**config.mk**
```make
export PLATFORM = sky130hd
export DESIGN_NAME = pucr_top
export DESIGN_NICKNAME = d
export VERILOG_FILES = /design/src/shared/pucr_pkg.sv /design/src/verilog/pucr_cap_word.sv /design/src/verilog/pucr_top.sv
export SDC_FILE = /design/constraint.sdc
export NUM_CORES = 1
export LEC_CHECK = 0
export ABC_AREA = 1
export BUFFER_PORTS_ARGS = -buffer_cell sky130_fd_sc_hd__buf_2
export CORE_MARGIN = 3
export CORE_UTILIZATION = 44
export CTS_CLUSTER_DIAMETER = 200
export DETAILED_ROUTE_END_ITERATION = 10
export GPL_ROUTABILITY_DRIVEN = 0
export PLACE_DENSITY_LB_ADDON = 0.05
export SYNTH_ARGS = -nofsm -noshare
export SYNTH_HDL_FRONTEND = slang
export SYNTH_SLANG_ARGS = --single-unit
```
**constraint.sdc**
```tcl
create_clock -name i_clk_sys -period 1.4 [get_ports i_clk_sys]
set_input_delay 0.07 -clock i_clk_sys [delete_from_list [all_inputs] [get_ports i_clk_sys]]
set_output_delay 0.07 -clock i_clk_sys [all_outputs]
set_load 0.02 [all_outputs]
```
**src/shared/pucr_pkg.sv**
```systemverilog
// Constants shared by the profiling capability report block.
package pucr_pkg;
	// Capability query leaves selected on i_query_leaf.
	localparam logic [1:0] LEAF_EXT_FEATURE = 2'h0; // Extended feature word.
	localparam logic [1:0] LEAF_HW_CAPS = 2'h1; // profiling_hw_capabilities.
	localparam logic [1:0] LEAF_APP_CAPS = 2'h2; // Application-visible word.
	localparam logic [1:0] LEAF_SIZES = 2'h3; // Sizes and counter width.
	// Bit positions in the capability words.
	localparam int BIT_SUPPORTED = 0; // profiler_supported.
	localparam int BIT_EVT_FIRST = 1; // value_sample_supported.
	localparam int BIT_EVT_LAST = 6; // ref_clk_unhalted_supported.
	localparam int BIT_CONTINUOUS = 29; // continuous_sampling_supported.
	localparam int BIT_TIMESTAMP = 30; // timestamp_in_record_supported.
	localparam int BIT_THRESH_IRQ = 31; // threshold_irq_supported.
	localparam int BIT_EXT_PRESENT = 15; // Profiler flag in feature word.
	localparam int BIT_EXT_STATE = 26; // Save/restore flag, feature word.
	localparam int BIT_XCR_PROFILER = 62; // Enable bit in the feature mask.
	// Sizes word layout.
	localparam int SZ_LAT_LSB = 0; // latency_counter_max, 5 bits.
	localparam int SZ_REC_LSB = 8; // record_size_bytes, 8 bits.
	localparam int SZ_MIN_LSB = 16; // min_ring_size, 16 bits.
	localparam int LAT_MIN = 10; // Smallest legal latency width.
	localparam int LAT_MAX = 31; // Largest legal latency width.
	localparam int RING_UNIT = 32; // min_ring_size counts this many records.
	// Hardware capabilities of this core, fixed at design time.
	localparam logic [31:0] HW_FEATURES = 32'he000_007f; // All features.
	localparam logic [4:0] HW_LAT_WIDTH = 5'h10; // Latency counter bits.
	localparam logic [7:0] HW_REC_SIZE = 8'h20; // Bytes per event record.
	localparam logic [15:0] HW_MIN_RING = 16'h0001; // Units of RING_UNIT.
	// Model-specific register selects and field layout.
	localparam logic MSR_SEL_CFG = 1'b0; // profiler_config.
	localparam logic MSR_SEL_CBADDR = 1'b1; // control_block_address.
	localparam int CFG_WIDTH = 48; // Implemented config bits.
	localparam logic [63:0] CFG_RESET = 64'h0; // Config after reset.
	localparam logic [63:0] CBADDR_RESET = 64'h0; // Block address after reset.
endpackage : pucr_pkg

```
**src/verilog/pucr_cap_word.sv**
```systemverilog
// Builds a constant capability word with reserved bits forced to zero.
`timescale 1ns/1ns
module pucr_cap_word (
	input wire logic i_present, // Profiler present in this core.
	input wire logic [31:0] i_features, // Feature bits before masking.
	output logic [31:0] o_word // Finished capability word.
);
	import pucr_pkg::*;
	//////////////////////////////////////////////////////////////////////
	// One bit per position: bit 0 is the present flag, the event range and the three
	// option bits pass only when the core has the profiler, everything else is zero.
	genvar g;
	generate
		for (g = 0; g < 32; g++) begin : g_bit
			if (g == BIT_SUPPORTED) begin : g_sup
				assign o_word[g] = i_present;
			end else if ((g >= BIT_EVT_FIRST && g <= BIT_EVT_LAST) ||
				g == BIT_CONTINUOUS || g == BIT_TIMESTAMP ||
				g == BIT_THRESH_IRQ) begin : g_feat
				// Feature bits mean nothing without the profiler.
				assign o_word[g] = i_present & i_features[g];
			end else begin : g_rsv
				assign o_word[g] = 1'b0;
			end
		end
	endgenerate
endmodule : pucr_cap_word

```
**src/verilog/pucr_top.sv**
```systemverilog
// Capability report, enable gating and block address of the profiler.
// How it works
// - Bit 0 reports profiler support.
// - Bit 0 equals feature word bit 15.
// - Bits 1-6 report the six event kinds.
// - Bit 29 reports continuous sampling.
// - Bit 30 reports timestamps in records.
// - Bit 31 reports threshold interrupt.
// - Latency counter width between 10 and 31.
// - Minimum ring size in 32-record units.
// - Profiler registers need feature bit 15.
// - Usable only when enable mask bit set.
// - Enabling mask bit starts profiler disabled.
// - Save/restore support reported with profiler.
// - Application bits are config subset.
// - Zero block address disables, drops state.
`timescale 1ns/1ns
module pucr_top #(
	parameter bit PROFILER_PRESENT = 1'b1 // Core carries the profiler.
) (
	input wire logic i_clk_sys, // System clock, 10 MHz.
	input wire logic i_reset, // Synchronous reset, active high.
	input wire logic i_query_req, // Capability query pulse.
	input wire logic [1:0] i_query_leaf, // Which word to return.
	output logic o_query_ack, // Query answer pulse.
	output logic [31:0] o_query_data, // Query answer word.
	input wire logic i_xcr_wr, // Feature mask write pulse.
	input wire logic [63:0] i_xcr_wdata, // Feature mask write value.
	input wire logic i_msr_wr, // Profiler register write pulse.
	input wire logic i_msr_rd, // Profiler register read pulse.
	input wire logic i_msr_sel, // Register select.
	input wire logic [63:0] i_msr_wdata, // Register write value.
	output logic o_msr_ack, // Register access done, pulse.
	output logic o_msr_fault, // Access refused, pulse with ack.
	output logic [63:0] o_msr_rdata, // Register read value.
	input wire logic i_cb_load, // Validated block address load pulse.
	input wire logic [63:0] i_cb_addr, // Address to load, zero disables.
	output logic o_profiler_usable, // Present and enabled by the OS.
	output logic o_profiler_active, // Block address is nonzero.
	output logic [63:0] o_cb_addr // Current control block address.
);
	import pucr_pkg::*;

	//////////////////////////////////////////////////////////////////////
	// Constant capability words.
	logic [31:0] hw_caps; // Full hardware capability word.
	logic [31:0] ext_word; // Extended feature word.
	logic [31:0] size_word; // Sizes and latency width.
	logic [4:0] lat_width; // Latency width held inside its range.

	// The word is built from constants only, so software cannot alter it.
	pucr_cap_word u_caps (
		.i_present(PROFILER_PRESENT),
		.i_features(HW_FEATURES),
		.o_word(hw_caps)
	);

	// Clamp guards against a bad constant edit escaping the legal range.
	assign lat_width = (HW_LAT_WIDTH < 5'(LAT_MIN)) ? 5'(LAT_MIN) :
		HW_LAT_WIDTH;
	assign size_word = (32'(lat_width) << SZ_LAT_LSB) |
		(32'(HW_REC_SIZE) << SZ_REC_LSB) |
		(32'(HW_MIN_RING) << SZ_MIN_LSB);
	// Save/restore is reported alongside the profiler flag.
	assign ext_word = (32'(PROFILER_PRESENT) << BIT_EXT_PRESENT) |
		(32'(PROFILER_PRESENT) << BIT_EXT_STATE);

	//////////////////////////////////////////////////////////////////////
	// Operating system state.
	logic xcr_enable; // Feature mask bit for the profiler.
	logic [63:0] cfg; // profiler_config contents.
	logic [63:0] cb_addr; // control_block_address contents.
	logic next_xcr_enable; // Next feature mask bit.
	logic [63:0] next_cfg; // Next config.
	logic [63:0] next_cb_addr; // Next block address.
	logic usable; // Profiler may be used by applications.
	logic msr_access; // Any register access this cycle.
	logic msr_ok; // Access allowed by the present flag.
	logic cfg_bad; // Write sets bits the hardware lacks.
	logic cfg_wr_ok; // Accepted config write.
	logic cb_wr_bad; // Nonzero write to the block address.
	logic cb_wr_zero; // Zero write to the block address.
	logic xcr_rise; // Mask bit going from 0 to 1.
	logic msr_fault; // Refused register access.
	logic [31:0] app_caps; // Application-visible word.
	logic [63:0] cfg_allowed; // Config bits software may set.
	logic [31:0] leaf_data; // Selected query word.
	logic [63:0] msr_data; // Selected register read word.

	// Mask bit is only kept when the core has a profiler at all.
	assign next_xcr_enable = i_xcr_wr ?
		(i_xcr_wdata[BIT_XCR_PROFILER] & PROFILER_PRESENT) :
		xcr_enable;
	assign xcr_rise = next_xcr_enable & ~xcr_enable;
	assign usable = PROFILER_PRESENT & xcr_enable;

	assign msr_access = i_msr_wr | i_msr_rd;
	assign msr_ok = PROFILER_PRESENT;
	// Feature bits follow the hardware word, core id and vector are free.
	assign cfg_allowed = {16'h0, 16'hffff, hw_caps[31:1], 1'b0};
	assign cfg_bad = |(i_msr_wdata & ~cfg_allowed);
	assign cfg_wr_ok = i_msr_wr & msr_ok & (i_msr_sel == MSR_SEL_CFG) &
		~cfg_bad;
	assign cb_wr_zero = i_msr_wr & msr_ok & (i_msr_sel == MSR_SEL_CBADDR) &
		(i_msr_wdata == 64'h0);
	// Only the load path may install a nonzero address.
	assign cb_wr_bad = i_msr_wr & (i_msr_sel == MSR_SEL_CBADDR) &
		(i_msr_wdata != 64'h0);
	assign msr_fault = msr_access & (~msr_ok | (i_msr_wr &
		(((i_msr_sel == MSR_SEL_CFG) & cfg_bad) | cb_wr_bad)));

	assign next_cfg = cfg_wr_ok ? i_msr_wdata : cfg;
	// Zero write wins over a load in the same cycle: it is the OS stop.
	assign next_cb_addr = (cb_wr_zero | xcr_rise | ~usable) ? 64'h0 :
		(i_cb_load ? i_cb_addr : cb_addr);

	// Application word mirrors config masked by hardware, with the OS usable bit in bit 0.
	assign app_caps = {cfg[31:1] & hw_caps[31:1], usable};

	assign leaf_data = (i_query_leaf == LEAF_EXT_FEATURE) ? ext_word :
		(i_query_leaf == LEAF_HW_CAPS) ? hw_caps :
		(i_query_leaf == LEAF_APP_CAPS) ? app_caps : size_word;
	assign msr_data = (~msr_ok | ~i_msr_rd) ? 64'h0 :
		(i_msr_sel == MSR_SEL_CFG) ? cfg : cb_addr;

	//////////////////////////////////////////////////////////////////////
	// State registers.
	always_ff @(posedge i_clk_sys) begin
		if (i_reset) begin
			xcr_enable <= 1'b0;
			cfg <= CFG_RESET;
			cb_addr <= CBADDR_RESET;
		end else begin
			xcr_enable <= next_xcr_enable;
			cfg <= next_cfg;
			cb_addr <= next_cb_addr;
		end
	end

	// Answer registers: every output leaves straight from a flip-flop.
	always_ff @(posedge i_clk_sys) begin
		if (i_reset) begin
			o_query_ack <= 1'b0;
			o_query_data <= 32'h0;
			o_msr_ack <= 1'b0;
			o_msr_fault <= 1'b0;
			o_msr_rdata <= 64'h0;
		end else begin
			o_query_ack <= i_query_req;
			o_query_data <= i_query_req ? leaf_data : o_query_data;
			o_msr_ack <= msr_access;
			o_msr_fault <= msr_fault;
			o_msr_rdata <= msr_access ? msr_data : o_msr_rdata;
		end
	end

	// Status outputs register the next state: address and active match cb_addr; usable needs the mask bit this cycle and last.
	always_ff @(posedge i_clk_sys) begin
		if (i_reset) begin
			o_profiler_usable <= 1'b0;
			o_profiler_active <= 1'b0;
			o_cb_addr <= 64'h0;
		end else begin
			o_profiler_usable <= usable & ~xcr_rise &
				next_xcr_enable;
			o_profiler_active <= next_cb_addr != 64'h0;
			o_cb_addr <= next_cb_addr;
		end
	end
endmodule : pucr_top

```
# Word level (Yosys, flattened, before mapping)
# Cells that the tools add are included.
[word_totals]
inputBits = 202
rom_bits = 0
latchBits = 0
ff_bits = 230
output_inout_bits = 165
ramBits = 0
word_cells = 44
memories = 0
[op_classes]
shift = 0
n_eq_ne = 2
n_mul = 0
add_sub_neg = 0
n_lt_le_gt_ge = 0
div = 0
n_mux = 8
bitwise_logic = 19
reduce_logical = 5
[ops]
columns = ["op", "n"]
rows = [
  ["2-to-1 mux 64 bit", 4],
  ["nonzero test 64 bit", 2],
  ["2-to-1 mux 32 bit", 3],
  ["zero test 64 bit", 1],
  ["OR reduction 39 bit", 1],
  ["bitwise AND 1 bit", 11],
  ["inverter 1 bit", 4],
  ["bitwise OR 1 bit", 4],
  ["equality test 2 x 1 -> 1 bit, second input constant", 1],
  ["equality test 2 bit, second input constant", 1],
  ["zero test 2 bit", 1],
  ["2-to-1 mux 1 bit", 1],
]

# Longest topological paths before layout
# Gate-level depths: netlist of the first run.
[depth]
depth_word = 6
ltp_mapped = 15
depth_no_buf = 14

# By module
# A second synthesis of the first run with hierarchy kept.
[hier_totals]
cells_unflattened = 1467
area_unflattened_um2 = 10233.6
[modules_own_cells]
columns = ["module", "area_each_um2", "seq_area_each_um2", "instances", "cells_each"]
rows = [
  ["pucr_top", 9978.3, 4604.4, 1, 1424],
  ["pucr_cap_word", 255.2, 0.0, 1, 43],
]

# Worst setup path before layout of the first run
# Ideal clock, no wire load.
[synth_path]
path_kind = "input to register"
startpoint = "input i_msr_wdata[0]"
endpoint = "register cb_addr[21]"
stages = 13
path_buffers = 3
t_arrival_ps = 1241
required_time_ps = 1272
setup_time_ps = 128
setup_slack_ps = 31
cell_sequence = "nor2_1 nand2_1 nor2_1 nand2_1 nor2_1 nand3_1 buf_6 nand2_2 inv_2 buf_4 buf_4 nand2_1 nor2_1"
[synth_between]
elab_chain_len = 5
[synth_rtl]
columns = ["element", "line_no", "text"]
rows = [
  ["start, declared", "pucr_top.sv:32", "input wire logic [63:0] i_msr_wdata,"],
  ["zero test 64 bit", "pucr_top.sv:105", "(i_msr_wdata == 64'h0);"],
  ["bitwise AND 1 bit", "pucr_top.sv:104", "assign cb_wr_zero = i_msr_wr & msr_ok & (i_msr_sel == MSR_SEL_CBADDR) &"],
  ["bitwise OR 1 bit (2 in a row)", "pucr_top.sv:114", "assign next_cb_addr = (cb_wr_zero | xcr_rise | ~usable) ? 64'h0 :"],
  ["2-to-1 mux 64 bit", "pucr_top.sv:114", ""],
  ["end signal, assigned", "pucr_top.sv:136", "cb_addr <= next_cb_addr;"],
  ["end, declared", "pucr_top.sv:72", "logic [63:0] cb_addr;"],
]
# No other way between the ends.
# A chain may end at the register's enable or synchronous reset.

# Worst setup path in the final report of the first run
[layout_path]
startpoint = "register cb_addr[62]"
endpoint = "register o_profiler_active"
[layout_between]
elab_chain_len = 3
[layout_rtl]
columns = ["element", "line_no", "text"]
rows = [
  ["2-to-1 mux 64 bit", "pucr_top.sv:115", "(i_cb_load ? i_cb_addr : cb_addr);"],
  ["2-to-1 mux 64 bit", "pucr_top.sv:114", ""],
  ["nonzero test 64 bit", "pucr_top.sv:166", "o_profiler_active <= next_cb_addr != 64'h0;"],
  ["end signal, assigned", "pucr_top.sv:161", "o_profiler_active <= 1'b0;"],
  ["end signal, assigned", "pucr_top.sv:166", ""],
  ["end, declared", "pucr_top.sv:39", "output logic o_profiler_active,"],
]
# No other way between the ends.

==> metrics.txt, run 1 <==
# TYPE chip_impl_metric gauge
chip_impl_metric{name="max-slew-margin-rel",unit="%"} 63.3
chip_impl_metric{name="worst_skew_pair.late_latency",unit="ps"} 520
chip_impl_metric{name="drv_slew",unit=""} 0
chip_impl_metric{name="antenna_found_initial",unit=""} 1
chip_impl_metric{name="chipWidth",unit="um"} 148
chip_impl_metric{name="whs",unit="ps"} -31.7
chip_impl_info{name="critPathKind",value="reg -> reg"} 1
chip_impl_metric{name="detail_route.iter0.violations",unit=""} 546
chip_impl_metric{name="synth.lib_cells_used.distinct",unit=""} 21
chip_impl_metric{name="worst-slew-pin-transition",unit="ps"} 548
chip_impl_metric{name="tritoncts_num_sinks",unit=""} 210
chip_impl_info{name="violations",value="negative hold slack"} 1
chip_impl_metric{name="final-hold-violation-count",unit=""} 8
chip_impl_metric{name="fmaxAchievable",unit="MHz"} 770
chip_impl_info{name="layout_commonest_cell",value="sky130_fd_sc_hd__nand2_1"} 1
chip_impl_metric{name="gr_ovfl_total",unit=""} 0
chip_impl_metric{name="floorplan.initialDensity",unit="%"} 45.0
chip_impl_info{name="worst_path_dominant_cell_family",value="compound AO/OA/AOI/OAI gates"} 1
chip_impl_metric{name="cts_inserted_buffers",unit=""} 23
chip_impl_metric{name="critPathRequiredTime",unit="ps"} 1800
chip_impl_metric{name="met1_wire_length",unit="um"} 12900
chip_impl_info{name="most-common-layout-cells",value="sky130_fd_sc_hd__nand2_1, sky130_fd_sc_hd__buf_2, sky130_fd_sc_hd__dfxtp_1"} 1
chip_impl_metric{name="synth_sequential_area_ratio",unit="%"} 47.6
chip_impl_metric{name="finalNetCount",unit=""} 1818
chip_impl_metric{name="viasPerCell",unit=""} 4.96
chip_impl_metric{name="route.met2.wl",unit="um"} 14200
chip_impl_metric{name="finish.cell_count_without_fillers",unit=""} 1898
chip_impl_info{name="worstPathCellList",value="inv_1 -> o21ai_0 -> o211ai_1 -> nand2_1 -> nor2_1 -> nand2_1 -> nor2_1 -> a21oi_1"} 1
chip_impl_metric{name="setup_viol",unit=""} 0
chip_impl_metric{name="dp_hpwl",unit="um"} 20800
chip_impl_metric{name="synth.cell_area",unit="mm2"} 0.00882
chip_impl_info{name="critical-path-slowest-cell",value="sky130_fd_sc_hd__dfxtp_1"} 1
chip_impl_metric{name="worst-path-max-fanout",unit=""} 2
chip_impl_metric{name="route.vias.total",unit=""} 9411
chip_impl_metric{name="total_leakage_power",unit="nW"} 5.73
chip_impl_metric{name="routed_wire_length_per_instance",unit="um"} 15.8
chip_impl_metric{name="finalWorstPathRequiredPeriod",unit="ps"} 1300
chip_impl_metric{name="std_cell_rows",unit=""} 51
chip_impl_metric{name="post-place-cells",unit=""} 1783
chip_impl_metric{name="vdd.ir_drop.worst",unit="V"} 0.000951
chip_impl_metric{name="grtUsageTotal",unit="%"} 26.4
chip_impl_metric{name="drt.antenna.violating_nets",unit=""} 0
chip_impl_info{name="run_status",value="complete, but fails checks"} 1
chip_impl_metric{name="area.growth.synth_to_final",unit="%"} 40.9
chip_impl_metric{name="fraction_of_layout_instances_using_a_drive_strength_above_1",unit="%"} 25.7
chip_impl_metric{name="synth-seq-cells",unit=""} 210
chip_impl_metric{name="first_pass_grt_wire_length",unit="um"} 46900
chip_impl_metric{name="layout_worst_path_cycle_share",unit="%"} 92.8
chip_impl_metric{name="floorplan.io_pins",unit=""} 367
chip_impl_metric{name="die_height",unit="um"} 148
chip_impl_metric{name="detailroute.wirelength.met3",unit="um"} 2040
chip_impl_metric{name="grt_pass1_vias",unit=""} 8852
chip_impl_metric{name="critical_path.max_stage_delay",unit="ps"} 320
chip_impl_metric{name="max-clock-path-buffers",unit=""} 3
chip_impl_info{name="end_kind",value="register"} 1
chip_impl_info{name="cts_tree",value="yes"} 1
chip_impl_metric{name="synth.yosys.warnings",unit=""} 0
chip_impl_metric{name="htreeDepth",unit=""} 1
chip_impl_info{name="timing.hold.worst.class",value="in -> reg"} 1
chip_impl_metric{name="dr.pass1.iters",unit=""} 6
chip_impl_metric{name="clk_pin_slew_worst_paths",unit="ps"} 60
chip_impl_metric{name="numPortBuffers",unit=""} 285
chip_impl_metric{name="avgSynthCellArea",unit="um2"} 7.12
chip_impl_metric{name="setup-tns-final",unit="ps"} 0
chip_impl_metric{name="wl",unit="um"} 30000
chip_impl_info{name="clock_tree.root_cell",value="sky130_fd_sc_hd__clkbuf_16"} 1
chip_impl_metric{name="drv_cap",unit=""} 0
chip_impl_metric{name="design.die.area",unit="mm2"} 0.0218
chip_impl_info{name="maxUsedRoutingLayer",value="met5"} 1
chip_impl_metric{name="drcViolationCount",unit=""} 0
chip_impl_metric{name="worstPathArrival",unit="ps"} 1700
chip_impl_metric{name="antenna_cells",unit=""} 0
chip_impl_info{name="critPathLaunchType",value="register"} 1
chip_impl_metric{name="placeableCoreArea",unit="mm2"} 0.0196
chip_impl_metric{name="critPathBufInv",unit=""} 1
chip_impl_metric{name="power.density",unit="mW/mm2"} 1160
chip_impl_metric{name="instance_count_of_the_mapped_netlist",unit=""} 1240
chip_impl_metric{name="pin_count_of_the_biggest_net_entering_global_routing",unit=""} 109
chip_impl_metric{name="clock_tree_skew_after_final_layout",unit="ps"} 7.40
[synth_stat cells]
cell type	number	share of area [%]
sky130_fd_sc_hd__nand2_1	351	15
sky130_fd_sc_hd__nor2_1	212	9.0
sky130_fd_sc_hd__dfxtp_1	210	48
sky130_fd_sc_hd__o21ai_0	100	5.7
sky130_fd_sc_hd__o211ai_1	93	7.9
sky130_fd_sc_hd__a21oi_1	79	4.5
sky130_fd_sc_hd__inv_1	73	3.1
sky130_fd_sc_hd__clkbuf_1	63	2.7
sky130_fd_sc_hd__buf_4	27	2.3
sky130_fd_sc_hd__buf_2	9	0.51
sky130_fd_sc_hd__nand3_1	5	0.28
sky130_fd_sc_hd__buf_6	4	0.51
sky130_fd_sc_hd__buf_1	3	0.13
sky130_fd_sc_hd__o21ai_1	3	0.17
sky130_fd_sc_hd__inv_2	2	0.085
sky130_fd_sc_hd__a31oi_1	1	0.071
sky130_fd_sc_hd__conb_1	1	0.042
sky130_fd_sc_hd__nand2_2	1	0.071
sky130_fd_sc_hd__nand4_1	1	0.071
sky130_fd_sc_hd__nor3_4	1	0.18
sky130_fd_sc_hd__nor4_2	1	0.14
[registers in the layout, summed over array words and instances (netlist names)]
signal and flops:
cb_addr 64, cfg 64, o_msr_ack 1, o_msr_fault 1, o_msr_rdata 64, o_profiler_active 1, o_profiler_usable 1, o_query_ack 1
o_query_data 12, usable 1
[final cells by class]
| type | instances | area [um2] |
|---|---|---|
| multi-input combinational | 866 | 3890 |
| clock inverter | 14 | 183 |
| sequential | 210 | 4210 |
| fill | 1851 | 7160 |
| tap | 265 | 332 |
| clock buffer | 28 | 624 |
| timing repair buffer | 440 | 2920 |
| inverter | 75 | 282 |
[through the flow]
stage	utilization [%]	setup WS [ps]	total power, mW	area, um2
2_1_floorplan	-	31.4	7.23	8890
3_3_place_gp	55.5	-405	7.94	10900
3_5_place_dp	55.5	-425	7.95	10900
4_1_cts	63.2	6.05	14.5	12400
5_1_grt	63.5	-13.5	15.0	12400
6_report	63.5	101	14.4	12400
[report_power, final]
part / switching (mW) / total (mW) / internal [mW]
combinational: 1.07 / 1.82 / 0.751
sequential: 0.0732 / 6.18 / 6.11
clock: 2.51 / 6.44 / 3.93
[timing repair]
item | in CTS | in global routing
resized for setup | 0 | 33
endpoints found under the setup margin | 0 | 1
setup buffers | 0 | 0
endpoints found under the hold margin | 79 | 2
hold buffers | 71 | 2
[metal layers]
layer | vias up | global-route usage (%)
met2 | 326 | 43.6
li1 | 4720 | -
met4 | 2 | 8.20
met3 | 44 | 3.95
met5 | - | 0
met1 | 4319 | 36.0
[worst reg2reg max path, delay by kind of cell (launching register included)]
family,cells,cell delay (ps)
compound gates,3,410
buf+inv,1,70
flops,1,320
simple gates,4,400
[cell families after synthesis]
group	Yosys count	share of synthesized area (%)
compound gates	276	18.3
buf+inv	181	9.32
flops	210	47.6
other cells	1	0.0425
simple gates	572	24.7
[worst paths after layout]
path                           from                      endpoint  slack [ps]  cells after the start
max          cb_addr[62]$_SDFF_PP0_  o_profiler_active$_SDFF_PP0_         100                      8
min                   i_cb_addr[16]        cb_addr[16]$_SDFF_PP0_         -30                      5
max reg2reg  cb_addr[62]$_SDFF_PP0_  o_profiler_active$_SDFF_PP0_         100                      8
min reg2reg    cfg[60]$_SDFFE_PP0P_          cfg[60]$_SDFFE_PP0P_         440                      2
Note: power is estimated with default switching activity, not from simulation.
==> run 2, diff against run 1 <==
Settings changed: CORE_UTILIZATION 44 to 45, CTS_BUF_LIST set to sky130_fd_sc_hd__clkbuf_4 sky130_fd_sc_hd__clkbuf_8, RECOVER_POWER set to 25.
==> metrics.txt, run 2 (synthesis results as in run 1) <==
# TYPE chip_impl_metric gauge
chip_impl_metric{name="floorplan.io_pins",unit=""} 367
chip_impl_metric{name="met1_wire_length",unit="um"} 12800
chip_impl_metric{name="dp_hpwl",unit="um"} 20100
chip_impl_metric{name="clk_pin_slew_worst_paths",unit="ps"} 60
chip_impl_metric{name="filler_cell_count",unit=""} 1751
chip_impl_metric{name="cts_inserted_buffers",unit=""} 37
chip_impl_metric{name="detailroute.wirelength.met3",unit="um"} 2090
chip_impl_metric{name="whs",unit="ps"} -4.54
chip_impl_info{name="startpoint",value="cb_addr[17]$_SDFF_PP0_"} 1
chip_impl_metric{name="drv_slew",unit=""} 0
chip_impl_metric{name="fmaxAchievable",unit="MHz"} 736
chip_impl_metric{name="worstPathArrival",unit="ps"} 1730
chip_impl_metric{name="clock_tree_skew_after_final_layout",unit="ps"} 13.7
chip_impl_metric{name="area.growth.synth_to_final",unit="%"} 40.6
chip_impl_metric{name="total_leakage_power",unit="nW"} 5.61
chip_impl_metric{name="dr.pass1.iters",unit=""} 5
chip_impl_metric{name="max-slew-margin-rel",unit="%"} 62.6
chip_impl_metric{name="worst_skew_pair.late_latency",unit="ps"} 510
chip_impl_metric{name="route.vias.total",unit=""} 9371
chip_impl_info{name="top_regs",value="cb_addr: 64 flops, cfg: 64 flops, o_msr_rdata: 64 flops"} 1
chip_impl_metric{name="power.density",unit="mW/mm2"} 1080
chip_impl_metric{name="finalNetCount",unit=""} 1835
chip_impl_metric{name="tritoncts_num_sinks",unit=""} 210
chip_impl_metric{name="detail_route.iter0.violations",unit=""} 581
chip_impl_metric{name="antenna_found_initial",unit=""} 0
chip_impl_metric{name="fraction_of_layout_instances_using_a_drive_strength_above_1",unit="%"} 24.5
chip_impl_info{name="timing.hold.worst.class",value="in -> reg"} 1
chip_impl_metric{name="setup_viol",unit=""} 0
chip_impl_metric{name="postPlaceCellArea",unit="mm2"} 0.0108
chip_impl_metric{name="route.met2.wl",unit="um"} 13800
chip_impl_info{name="layout_commonest_cell",value="sky130_fd_sc_hd__nand2_1"} 1
chip_impl_metric{name="post-place-cells",unit=""} 1764
chip_impl_metric{name="first_pass_grt_wire_length",unit="um"} 45500
chip_impl_metric{name="final-hold-violation-count",unit=""} 1
chip_impl_metric{name="placeableCoreArea",unit="mm2"} 0.0190
chip_impl_metric{name="drt.antenna.violating_nets",unit=""} 0
chip_impl_info{name="clock_tree.root_cell",value="sky130_fd_sc_hd__clkbuf_8"} 1
chip_impl_metric{name="std_cell_rows",unit=""} 50
chip_impl_metric{name="wl",unit="um"} 29200
chip_impl_metric{name="grt_pass1_vias",unit=""} 8727
chip_impl_info{name="cts_tree",value="yes"} 1
chip_impl_metric{name="worst-slew-pin-transition",unit="ps"} 560
chip_impl_metric{name="floorplan.initialDensity",unit="%"} 46.6
chip_impl_metric{name="finalWorstPathRequiredPeriod",unit="ps"} 1360
chip_impl_info{name="most-common-layout-cells",value="sky130_fd_sc_hd__nand2_1, sky130_fd_sc_hd__buf_2, sky130_fd_sc_hd__dfxtp_1"} 1
chip_impl_metric{name="drcViolationCount",unit=""} 0
chip_impl_metric{name="finish.cell_count_without_fillers",unit=""} 1909
chip_impl_metric{name="viasPerCell",unit=""} 4.91
chip_impl_metric{name="routed_wire_length_per_instance",unit="um"} 15.3
chip_impl_metric{name="vdd.ir_drop.worst",unit="V"} 0.00107
chip_impl_metric{name="layout.cell_area.non_filler",unit="mm2"} 0.0124
chip_impl_metric{name="layout_worst_path_cycle_share",unit="%"} 97.1
chip_impl_metric{name="gr_ovfl_total",unit=""} 0
chip_impl_info{name="end_kind",value="register"} 1
chip_impl_metric{name="die_height",unit="um"} 146
chip_impl_info{name="violations",value="negative hold slack"} 1
chip_impl_metric{name="drv_cap",unit=""} 0
chip_impl_info{name="maxUsedRoutingLayer",value="met4"} 1
chip_impl_metric{name="htreeDepth",unit=""} 2
chip_impl_metric{name="chipWidth",unit="um"} 146
chip_impl_metric{name="grtUsageTotal",unit="%"} 25.9
chip_impl_metric{name="critPathRequiredTime",unit="ps"} 1770
chip_impl_metric{name="numPortBuffers",unit=""} 285
chip_impl_metric{name="pin_count_of_the_biggest_net_entering_global_routing",unit=""} 112
chip_impl_info{name="critPathLaunchType",value="register"} 1
chip_impl_metric{name="max-clock-path-buffers",unit=""} 3
chip_impl_info{name="run_status",value="complete, but fails checks"} 1
chip_impl_info{name="critPathKind",value="reg -> reg"} 1
chip_impl_metric{name="design.die.area",unit="mm2"} 0.0213
chip_impl_metric{name="antenna_cells",unit=""} 0
chip_impl_metric{name="worst-path-max-fanout",unit=""} 2
chip_impl_info{name="timing.hold.worst.start",value="i_cb_addr[27]"} 1
chip_impl_info{name="crit-reg2reg-launch",value="cb_addr[17]$_SDFF_PP0_"} 1
==> run 2: what timing repair did <==
action,CTS,global route
hold buffers,84,3
buffers inserted,0,1
endpoints found under the hold margin,92,3
setup endpoints to repair,0,4
resized for setup,0,37
==> run 2: area by class of cell <==
cell class | count | area [um2] | share of cell area (%)
repair buffers | 443 | 2980 | 24.0
multi-input cells | 866 | 3930 | 31.6
clock buffers | 52 | 647 | 5.21
flip-flops and latches | 210 | 4210 | 33.9
clock inverters | 3 | 42.5 | 0.343
inverters | 75 | 282 | 2.27
well taps | 260 | 325 | 2.62
==> run 2: through the flow <==
| stage | utilization [%] | hold slack, ps | setup TNS, ps | setup WS, ps | power [mW] |
|---|---|---|---|---|---|
| floorplan | - | 205 | 0 | 31.4 | 7.23 |
| global placement | 56.8 | 310 | -27240 | -414 | 7.91 |
| detailed placement | 56.8 | 314 | -31930 | -464 | 7.91 |
| CTS | 64.9 | 6.25 | 0 | 8.42 | 13.5 |
| global route | 65.5 | 14.3 | -8.94 | -8.94 | 14.0 |
| finish | 65.5 | -4.54 | 0 | 40.5 | 13.4 |
==> run 2: critical path, cell delays in order, from the launching register on <==
cell                       delay [ps]
sky130_fd_sc_hd__dfxtp_1          320
sky130_fd_sc_hd__inv_1             90
sky130_fd_sc_hd__o21ai_0          150
sky130_fd_sc_hd__o211ai_1         230
sky130_fd_sc_hd__nand2_1           80
sky130_fd_sc_hd__nor2_2           110
sky130_fd_sc_hd__nand2_1           60
sky130_fd_sc_hd__nor2_1           100
sky130_fd_sc_hd__a21oi_1           70
==> run 2: final timing paths <==
kind / endpoint / slack [ps] / depth (start not counted)
max: o_profiler_active$_SDFF_PP0_ / 40 / 8
min: cb_addr[27]$_SDFF_PP0_ / -5 / 5
max reg2reg: o_profiler_active$_SDFF_PP0_ / 40 / 8
min reg2reg: cfg[61]$_SDFFE_PP0P_ / 440 / 2
==> run 2: routing by layer <==
layer / global-route usage, % / vias to the layer above
met3: 5.49 / 37
met5: 0 / -
li1: - / 4729
met2: 42.2 / 337
met4: 7.06 / 0
met1: 35.0 / 4268
==> run 2: report_power, final <==
group          leakage, nW  switching (mW)  internal (mW)
clock                0.364            2.32           3.11
sequential            1.70          0.0731           6.11
combinational         3.54            1.06          0.736
total                 5.61            3.45           9.96
